--- src/dsdl_pkg.sv ---
// Notes on behaviour
// Eight display positions hold latched BCD digits
// Display changes only in first cycle half
// Each pulse loads next position, lowest first
// Capture waits a settle delay after pulse
// Only top four positions may blank
// Blank only zeros above all nonzero digits
// Zero level registered on undelayed pulse
// Nonzero registers low, next pulse resets blanking
// Controller gives nine pulses per first half
// Cycle phase low first half, high second
// Controller sends one BCD digit per pulse
// Undriven data line reads as one
// Display holds during the nine trailing pulses
// Capture overwrites only the selected position
// Cycle start resets sequencer and blanking
package dsdl_pkg;

  ////////////////////////////////////////////////////////////////
  // Timing
  localparam int         CLK_PERIOD_NS = 20;
  localparam int         SETTLE_NS     = 100;
  // Least time, so round up to whole cycles
  localparam int         SETTLE_CYC    = (SETTLE_NS + CLK_PERIOD_NS - 1) / CLK_PERIOD_NS;
  localparam logic [2:0] SETTLE_LAST   = 3'(SETTLE_CYC - 1);
  localparam logic [2:0] SETTLE_RST    = 3'h0;

  ////////////////////////////////////////////////////////////////
  // Positions and counts
  localparam int         NUM_POS         = 8;
  localparam int         NUM_BLANK       = 4;
  localparam logic [3:0] PULSES_PER_HALF = 4'h9;
  localparam logic [3:0] FIRST_BLANK_POS = 4'h4;
  localparam logic [3:0] LAST_POS        = 4'h7;
  localparam logic [3:0] POS_RST         = 4'h0;
  localparam logic [3:0] DIGIT_RST       = 4'h0;
  localparam logic [3:0] BLANK_RST       = 4'h0;

  ////////////////////////////////////////////////////////////////
  // Types
  typedef struct packed {
    logic [2:0] pos;
    logic [3:0] digit;
  } dsdl_word_t;

  typedef enum logic [2:0] {
    ST_IDLE   = 3'b001,
    ST_SETTLE = 3'b010,
    ST_PUSH   = 3'b100
  } dsdl_state_t;

endpackage

--- src/dsdl_buf2.sv ---
module dsdl_buf2 (
  input  wire logic                 i_clk,
  input  wire logic                 i_nrst,
  input  wire logic                 i_in_valid,
  output logic                      o_in_ready,
  input  wire dsdl_pkg::dsdl_word_t i_in_word,
  output logic                      o_out_valid,
  input  wire logic                 i_out_ready,
  output dsdl_pkg::dsdl_word_t      o_out_word
);

  dsdl_pkg::dsdl_word_t mem_ff [2];
  logic                 wptr_ff;
  logic                 rptr_ff;
  logic [1:0]           cnt_ff;
  logic                 push;
  logic                 pop;

  ////////////////////////////////////////////////////////////////
  // Handshake; full and empty come straight from the count
  assign o_in_ready  = (cnt_ff != 2'h2);
  assign o_out_valid = (cnt_ff != 2'h0);
  assign o_out_word  = mem_ff[rptr_ff];
  assign push        = i_in_valid && o_in_ready;
  assign pop         = o_out_valid && i_out_ready;

  // Storage needs no reset, only the pointers and the count do
  always_ff @(posedge i_clk)
  begin
    if (push)
    begin
      mem_ff[wptr_ff] <= i_in_word;
    end
  end

  // Pointers and occupancy
  always_ff @(posedge i_clk)
  begin
    if (!i_nrst)
    begin
      wptr_ff <= 1'b0;
      rptr_ff <= 1'b0;
      cnt_ff  <= 2'h0;
    end
    else
    begin
      if (push)
      begin
        wptr_ff <= !wptr_ff;
      end
      if (pop)
      begin
        rptr_ff <= !rptr_ff;
      end
      if (push && !pop)
      begin
        cnt_ff <= cnt_ff + 2'h1;
      end
      else if (pop && !push)
      begin
        cnt_ff <= cnt_ff - 2'h1;
      end
    end
  end

  a_buf_bound: assert property (@(posedge i_clk) disable iff (!i_nrst) cnt_ff <= 2'h2)
    else $error("buffer count out of range");

endmodule

--- src/dsdl_top.sv ---
module dsdl_top (
  input  wire logic       i_clk,
  input  wire logic       i_nrst,
  input  wire logic       i_digit_clock,
  input  wire logic       i_cycle_phase,
  input  wire logic [3:0] i_digit_bcd_bus,
  input  wire logic [3:0] i_digit_bcd_driven,
  input  wire logic       i_display_ready,
  output logic [7:0][3:0] o_digits,
  output logic [3:0]      o_blank
);

  localparam int A_SETTLE = dsdl_pkg::SETTLE_CYC;

  ////////////////////////////////////////////////////////////////
  // Pin synchronisers
  logic       clk_m_ff;
  logic       clk_s_ff;
  logic       clk_d_ff;
  logic       ph_m_ff;
  logic       ph_s_ff;
  logic       ph_d_ff;
  logic [3:0] bus_m_ff;
  logic [3:0] bus_s_ff;
  logic [3:0] drv_m_ff;
  logic [3:0] drv_s_ff;

  // Every pin except i_clk, i_nrst and i_display_ready passes two flops before use
  always_ff @(posedge i_clk)
  begin
    if (!i_nrst)
    begin
      clk_m_ff <= 1'b0;
      clk_s_ff <= 1'b0;
      clk_d_ff <= 1'b0;
      ph_m_ff  <= 1'b1;
      ph_s_ff  <= 1'b1;
      ph_d_ff  <= 1'b1;
      bus_m_ff <= 4'h0;
      bus_s_ff <= 4'h0;
      drv_m_ff <= 4'h0;
      drv_s_ff <= 4'h0;
    end
    else
    begin
      clk_m_ff <= i_digit_clock;
      clk_s_ff <= clk_m_ff;
      clk_d_ff <= clk_s_ff;
      ph_m_ff  <= i_cycle_phase;
      ph_s_ff  <= ph_m_ff;
      ph_d_ff  <= ph_s_ff;
      bus_m_ff <= i_digit_bcd_bus;
      bus_s_ff <= bus_m_ff;
      drv_m_ff <= i_digit_bcd_driven;
      drv_s_ff <= drv_m_ff;
    end
  end

  ////////////////////////////////////////////////////////////////
  // Decoded events
  logic       pulse;
  logic       cyc_start;
  logic [3:0] digit_now;
  logic       bus_zero;

  assign pulse     = clk_s_ff && !clk_d_ff && !ph_s_ff;
  assign cyc_start = !ph_s_ff && ph_d_ff;
  assign digit_now = bus_s_ff | ~drv_s_ff;
  assign bus_zero  = (digit_now == 4'h0);

  // True for the four top positions only
  function automatic logic is_blankable(input logic [3:0] pos);
    is_blankable = (pos >= dsdl_pkg::FIRST_BLANK_POS) && (pos <= dsdl_pkg::LAST_POS);
  endfunction

  ////////////////////////////////////////////////////////////////
  // Position sequencer; extra pulses past nine are ignored
  logic [3:0] pos_ff;

  always_ff @(posedge i_clk)
  begin
    if (!i_nrst || cyc_start)
    begin
      pos_ff <= dsdl_pkg::POS_RST;
    end
    else if (pulse && pos_ff < dsdl_pkg::PULSES_PER_HALF)
    begin
      pos_ff <= pos_ff + 4'h1;
    end
  end

  ////////////////////////////////////////////////////////////////
  // Blanking register, driven by the undelayed pulse
  logic [3:0] blank_ff;
  logic [3:0] nxt_blank;
  logic       pend_ff;
  logic [1:0] bidx;

  assign bidx = 2'(pos_ff - dsdl_pkg::FIRST_BLANK_POS);

  // A pending reset clears the lower bits before the new bit lands
  always_comb
  begin
    nxt_blank = pend_ff ? dsdl_pkg::BLANK_RST : blank_ff;
    if (is_blankable(pos_ff))
    begin
      nxt_blank[bidx] = bus_zero;
    end
  end

  always_ff @(posedge i_clk)
  begin
    if (!i_nrst || cyc_start)
    begin
      blank_ff <= dsdl_pkg::BLANK_RST;
      pend_ff  <= 1'b0;
    end
    else if (pulse && pos_ff < dsdl_pkg::PULSES_PER_HALF)
    begin
      blank_ff <= nxt_blank;
      pend_ff  <= is_blankable(pos_ff) && !bus_zero;
    end
  end

  assign o_blank = blank_ff;

  ////////////////////////////////////////////////////////////////
  // Delayed capture: the bus is sampled only after it settles
  dsdl_pkg::dsdl_state_t state_ff;
  logic [2:0]            cnt_ff;
  logic [2:0]            cap_pos_ff;
  dsdl_pkg::dsdl_word_t  word_ff;
  logic                  cap_fire;
  logic                  buf_in_ready;

  assign cap_fire = (state_ff == dsdl_pkg::ST_SETTLE) && (cnt_ff == dsdl_pkg::SETTLE_LAST);

  // A pulse that lands while a capture is still pending is lost;
  // the pulse spacing of the controller is far above this delay
  always_ff @(posedge i_clk)
  begin
    if (!i_nrst)
    begin
      state_ff   <= dsdl_pkg::ST_IDLE;
      cnt_ff     <= dsdl_pkg::SETTLE_RST;
      cap_pos_ff <= 3'h0;
      word_ff    <= '0;
    end
    else
    begin
      unique case (state_ff)
        dsdl_pkg::ST_IDLE:
        begin
          if (pulse && pos_ff <= dsdl_pkg::LAST_POS)
          begin
            state_ff   <= dsdl_pkg::ST_SETTLE;
            cnt_ff     <= dsdl_pkg::SETTLE_RST;
            cap_pos_ff <= pos_ff[2:0];
          end
        end
        dsdl_pkg::ST_SETTLE:
        begin
          cnt_ff <= cnt_ff + 3'h1;
          if (cap_fire)
          begin
            word_ff  <= '{pos: cap_pos_ff, digit: digit_now};
            state_ff <= dsdl_pkg::ST_PUSH;
          end
        end
        dsdl_pkg::ST_PUSH:
        begin
          // Buffer full stalls the capture here
          if (buf_in_ready)
          begin
            state_ff <= dsdl_pkg::ST_IDLE;
          end
        end
        default:
        begin
          state_ff <= dsdl_pkg::ST_IDLE;
        end
      endcase
    end
  end

  ////////////////////////////////////////////////////////////////
  // Two-entry buffer between capture and display write
  logic                 out_valid;
  logic                 wr_en;
  dsdl_pkg::dsdl_word_t out_word;

  // Writes held off in the second half keep the display still there
  assign wr_en = out_valid && i_display_ready && !ph_s_ff;

  dsdl_buf2 u_buf (
    .i_clk       (i_clk),
    .i_nrst      (i_nrst),
    .i_in_valid  (state_ff == dsdl_pkg::ST_PUSH),
    .o_in_ready  (buf_in_ready),
    .i_in_word   (word_ff),
    .o_out_valid (out_valid),
    .i_out_ready (wr_en),
    .o_out_word  (out_word)
  );

  ////////////////////////////////////////////////////////////////
  // Display positions: one nibble written, all others kept
  logic [7:0][3:0] digits_ff;

  always_ff @(posedge i_clk)
  begin
    if (!i_nrst)
    begin
      digits_ff <= {dsdl_pkg::NUM_POS{dsdl_pkg::DIGIT_RST}};
    end
    else if (wr_en)
    begin
      digits_ff[out_word.pos] <= out_word.digit;
    end
  end

  assign o_digits = digits_ff;

  ////////////////////////////////////////////////////////////////
  // Checks
  a_capture_delay: assert property (@(posedge i_clk) disable iff (!i_nrst)
    (pulse && state_ff == dsdl_pkg::ST_IDLE && pos_ff <= dsdl_pkg::LAST_POS) |-> ##A_SETTLE cap_fire)
    else $error("capture not taken after settle delay");

  a_float_high: assert property (@(posedge i_clk) disable iff (!i_nrst)
    cap_fire |=> ((word_ff.digit | $past(drv_s_ff)) == 4'hf)
      && ((word_ff.digit & $past(drv_s_ff)) == ($past(bus_s_ff) & $past(drv_s_ff))))
    else $error("undriven line not read as one");

  a_write_target: assert property (@(posedge i_clk) disable iff (!i_nrst)
    wr_en |=> o_digits[$past(out_word.pos)] == $past(out_word.digit))
    else $error("display write missed its position");

  a_no_stray_write: assert property (@(posedge i_clk) disable iff (!i_nrst)
    !wr_en |=> $stable(o_digits))
    else $error("display changed without a write");

  a_second_half_hold: assert property (@(posedge i_clk) disable iff (!i_nrst)
    (ph_s_ff && ph_d_ff) [*2] |=> $stable(o_digits) && $stable(o_blank))
    else $error("display changed in second half");

  a_pos_step: assert property (@(posedge i_clk) disable iff (!i_nrst)
    (pulse && !cyc_start && pos_ff < dsdl_pkg::PULSES_PER_HALF) |=> pos_ff == $past(pos_ff) + 4'h1)
    else $error("sequencer did not advance");

  a_zero_track: assert property (@(posedge i_clk) disable iff (!i_nrst)
    (pulse && pos_ff == dsdl_pkg::FIRST_BLANK_POS) |=> blank_ff[0] == $past(bus_zero))
    else $error("zero level not registered");

  a_nonzero_low: assert property (@(posedge i_clk) disable iff (!i_nrst)
    (pulse && !cyc_start && is_blankable(pos_ff) && !bus_zero) |=> pend_ff && !blank_ff[$past(bidx)])
    else $error("nonzero digit left blanking high");

  a_blank_reset: assert property (@(posedge i_clk) disable iff (!i_nrst)
    (pulse && !cyc_start && pend_ff && pos_ff < dsdl_pkg::PULSES_PER_HALF) |=> $countones(blank_ff) <= 1)
    else $error("blanking register not reset");

  a_cycle_restart: assert property (@(posedge i_clk) disable iff (!i_nrst)
    cyc_start |=> pos_ff == dsdl_pkg::POS_RST && blank_ff == dsdl_pkg::BLANK_RST && !pend_ff)
    else $error("cycle start did not reset sequencer");

  c_full_load: cover property (@(posedge i_clk) disable iff (!i_nrst)
    pulse && pos_ff == 4'h8);
  c_buf_stall: cover property (@(posedge i_clk) disable iff (!i_nrst)
    state_ff == dsdl_pkg::ST_PUSH && !buf_in_ready);
  c_top_blank: cover property (@(posedge i_clk) disable iff (!i_nrst)
    blank_ff[3] && !ph_s_ff && ph_m_ff);
  c_reset_blank: cover property (@(posedge i_clk) disable iff (!i_nrst)
    pulse && pend_ff && blank_ff != 4'h0);

endmodule

--- config.mk ---
export PLATFORM = sky130hd
export DESIGN_NAME = dsdl_top
export DESIGN_NICKNAME = d
export VERILOG_FILES = /design/src/dsdl_pkg.sv /design/src/dsdl_buf2.sv /design/src/dsdl_top.sv
export SDC_FILE = /design/constraint.sdc
export NUM_CORES = 1
export LEC_CHECK = 0
export BUFFER_PORTS_ARGS = -buffer_cell sky130_fd_sc_hd__buf_2
export CORE_UTILIZATION = 61
export DETAILED_ROUTE_END_ITERATION = 10
export PLACE_DENSITY = 0.84
export SETUP_SLACK_MARGIN = 0.05
export SLEW_MARGIN = 10
export SYNTH_ARGS = -nofsm -noshare
export SYNTH_HDL_FRONTEND = slang
export SYNTH_SLANG_ARGS = --single-unit
--- constraint.sdc ---
create_clock -name i_clk -period 4.7 [get_ports i_clk]
set_clock_uncertainty 0.05 [all_clocks]
set_input_delay 0.235 -clock i_clk [delete_from_list [all_inputs] [get_ports i_clk]]
set_output_delay 0.235 -clock i_clk [all_outputs]
set_load 0.01 [all_outputs]
==> summary.md <==
| Metric | Value |
|---|---|
| EDFF count, synth | 14 |
| Worst r2r dst | word_ff[6] |
| FF-to-FF path depth | 4 |
| Hold Crit Class | in2reg |
| Max VDD drop | 0.000231 V |
| Asr flop ratio synth | 0 |
| Rows | 27 |
| Worst EP arrival | 2.50 ns |
| Total grt overflow | 0 |
| Fmax | 0.440 GHz |
| # resized after CTS | 0 |
| Synth top area share | 0.455 |
| Die Wd | 79.8 um |
| CP Launch Type | input pin |
| Hold path startpoint | i_cycle_phase |
| Clk root buf | clkbuf_8 |
| Fin. Hold Viols | 0 |
| Vias per cell | 5.29 |
| Num CTS Buffers | 9 |
| Pwr Density | 351 nW/um^2 |
| Synth Flop Type | dfxtp_1 |
| Status | completed |
| Synth Net Count | 365 |
| Synth warn | 0 |
| # DRC | 0 |
| Yosys top cell by area | dfxtp_1 |
| Initial antenna violation count | 0 |
| CTS H-tree lvls | 3 |
| Initial Util | 0.651 |
| Clk Latency, worst-skew pair | 0.36 ns |
| DRT Wirelength | 6520 um |
| Int Power | 1.16 mW |
| Final setup TNS | 0 ns |
| Combinational share of power | 0.019 |
| Sequential area share after synthesis | 0.569 |
| Worst Setup End Kind | register |
| Tcrit/Tclk final | 0.484 |
| Full die area | 6370 sq um |
| Final Net Count | 411 |
| Final Max Slew Viols | 0 |
| Post-placement cell count | 452 |
| CTS tree | yes |
| Hold-fix buffers, CTS | 0 |
| Unique masters post-synth | 42 |
| LEAKAGE | 1.66 nW |
| Final setup fails | 0 |
| Pre-Repair DR Iteration Count | 4 |
| Clk pin slew, worst setup/hold paths | 0.09 ns |
| Seq pwr share | 0.586 |
| Final setup margin | 2.43 ns |
| P_sw | 0.303 mW |
| Min cycle time layout | 2.27 ns |
| Worst Hold Path EP | ph_m_ff |
| Clock tree sinks | 98 |
| I/O pin total | 49 |
| Port-buffer cells | 48 |
| Post-CTS Setup Repair Bufs | 0 |
| HPWL Detailed | 4510 um |
| Total track usage | 0.219 |
| Mapped Cells | 345 |
| Max clock buf depth | 2 |
| WP data required | 4.93 ns |
| R2R Setup Slk | 2.63 ns |
| Largest net degree at the start of global routing | 66 |
| Crit path kind | in2reg |
| ANT cells | 0 |
| Relative slew slack | 0.341 |
| Sw Ratio | 0.207 |
| Vias in the first global route | 2,305 |
| Chip height | 79.8 um |
| Layout cells sized above 1 | 0.189 |
| Core box area | 5680 sq um |
| WHS Path Cells | 2 |
| Top cells by count, synth | dfxtp_1, nand2_1, mux2i_1, nor2_1, and2_1 |
| First-pass GRT wire length | 10,500 um |
| WHS | 0.00895 ns |
| Final ANT Viol Nets | 0 |
| Worst slew pin tran | 0.988 ns |
| DR iter-0 viols | 101 |
| Synth area leaders | dfxtp_1, edfxtp_1, mux2i_1, nand2_1, and2_1 |
| Most numerous cell in the Yosys netlist | dfxtp_1 |
| Crit-path max FO | 65 |
| Clock power frac | 0.395 |
| Synth Area per Inst | 10.7 sq um |
| Area Overhead vs Synth | 13.1% |
| Max Cap Viol | 0 |
| Fin cells | 468 |
| Routability congestion estimate from global placement | 0.770 |
| Routed len/inst | 13.9 um |
| DR vias | 2,478 |
| Reg2Reg Launch Point | state_ff[2] |
| Worst slack, placed | 2.07 ns |
| Cell area after synthesis | 3690 sq um |
| Synth Register Bits | 98 |
| RSZ-0062 raised after global routing | false |
-- metrics by stage --
step	instance area, sq um	util	total power [mW]
after floorplan	3690	-	0.896
after global placement	3960	0.697	0.905
after detailed placement	3960	0.697	0.906
after CTS	4180	0.736	1.47
after global routing	4180	0.736	1.51
final	4180	0.736	1.46
-- worst max path at each step --
stage	startpoint	end	cells after the start
after floorplan	register	o_digits[0]	6
after detailed placement	i_nrst	o_blank[2]	4
final	i_nrst	o_blank[2]	4
after global placement	i_nrst	o_blank[2]	4
after global routing	i_nrst	o_blank[2]	4
after CTS	i_nrst	o_blank[2]	4
-- critical path, cell delays in order --
cell and delay (ns):
buf_2 0.73, inv_1 0.59, nor4_1 0.75, o2bb2ai_1 0.19
-- final cells by class --
cell class	instances	area, sq um
inverters	11	41.3
clock buffers	12	166
well taps	72	90.1
flip-flops and latches	98	2100
multi-input cells	223	1480
repair buffers	48	240
fillers	402	1500
clock inverters	4	53.8
-- registers in the layout (all words and copies together) (netlist names), 4 cells and up, named ones only --
| signal | flops |
|---|---|
| bus_m_ff | 4 |
| bus_s_ff | 4 |
| drv_m_ff | 4 |
| drv_s_ff | 4 |
| o_blank | 4 |
| o_digits | 32 |
| pos_ff | 4 |
| u_buf.mem_ff | 14 |
| word_ff | 7 |
-- power by group through the flow --
stage               registers, mW  logic [mW]  clock network, mW
CTS                         0.857      0.0287              0.584
detailed placement          0.877      0.0287                  0
global route                0.858      0.0315              0.623
finish                      0.857      0.0284              0.578
global placement            0.877      0.0285                  0
floorplan                   0.876      0.0203                  0
-- cell usage in the layout, fill, tap and decap left out, types with 5 or more instances in the layout --
cell / instances
buf_2: 48
clkbuf_8: 10
nand3_1: 9
nor2b_1: 11
edfxtp_1: 14
a21oi_1: 11
dfxtp_1: 84
nand2_1: 49
mux2i_1: 36
and2_1: 20
inv_1: 11
ha_1: 7
o2bb2ai_1: 5
nor2_1: 26
-- logic make-up (layout without fill, tap and decap cells) --
group           count (synthesis)  count (layout)  synth area share
compound gates                 32              32            0.0579
xor+xnor                        7               7            0.0166
fa+ha+maj                       7               7            0.0237
buf+inv                        24              75            0.0295
flops                          98              98             0.569
mux                            41              41             0.114
simple gates                  136             136             0.189
-- routing by layer --
metal | track usage | routed length (um) | share of wire
met5 | 0 | 0 | 0
met4 | 0.114 | 123 | 0.019
met3 | 0.0480 | 284 | 0.044
met2 | 0.385 | 3330 | 0.51
met1 | 0.249 | 2780 | 0.43
Power figures use the tool's default switching activity.
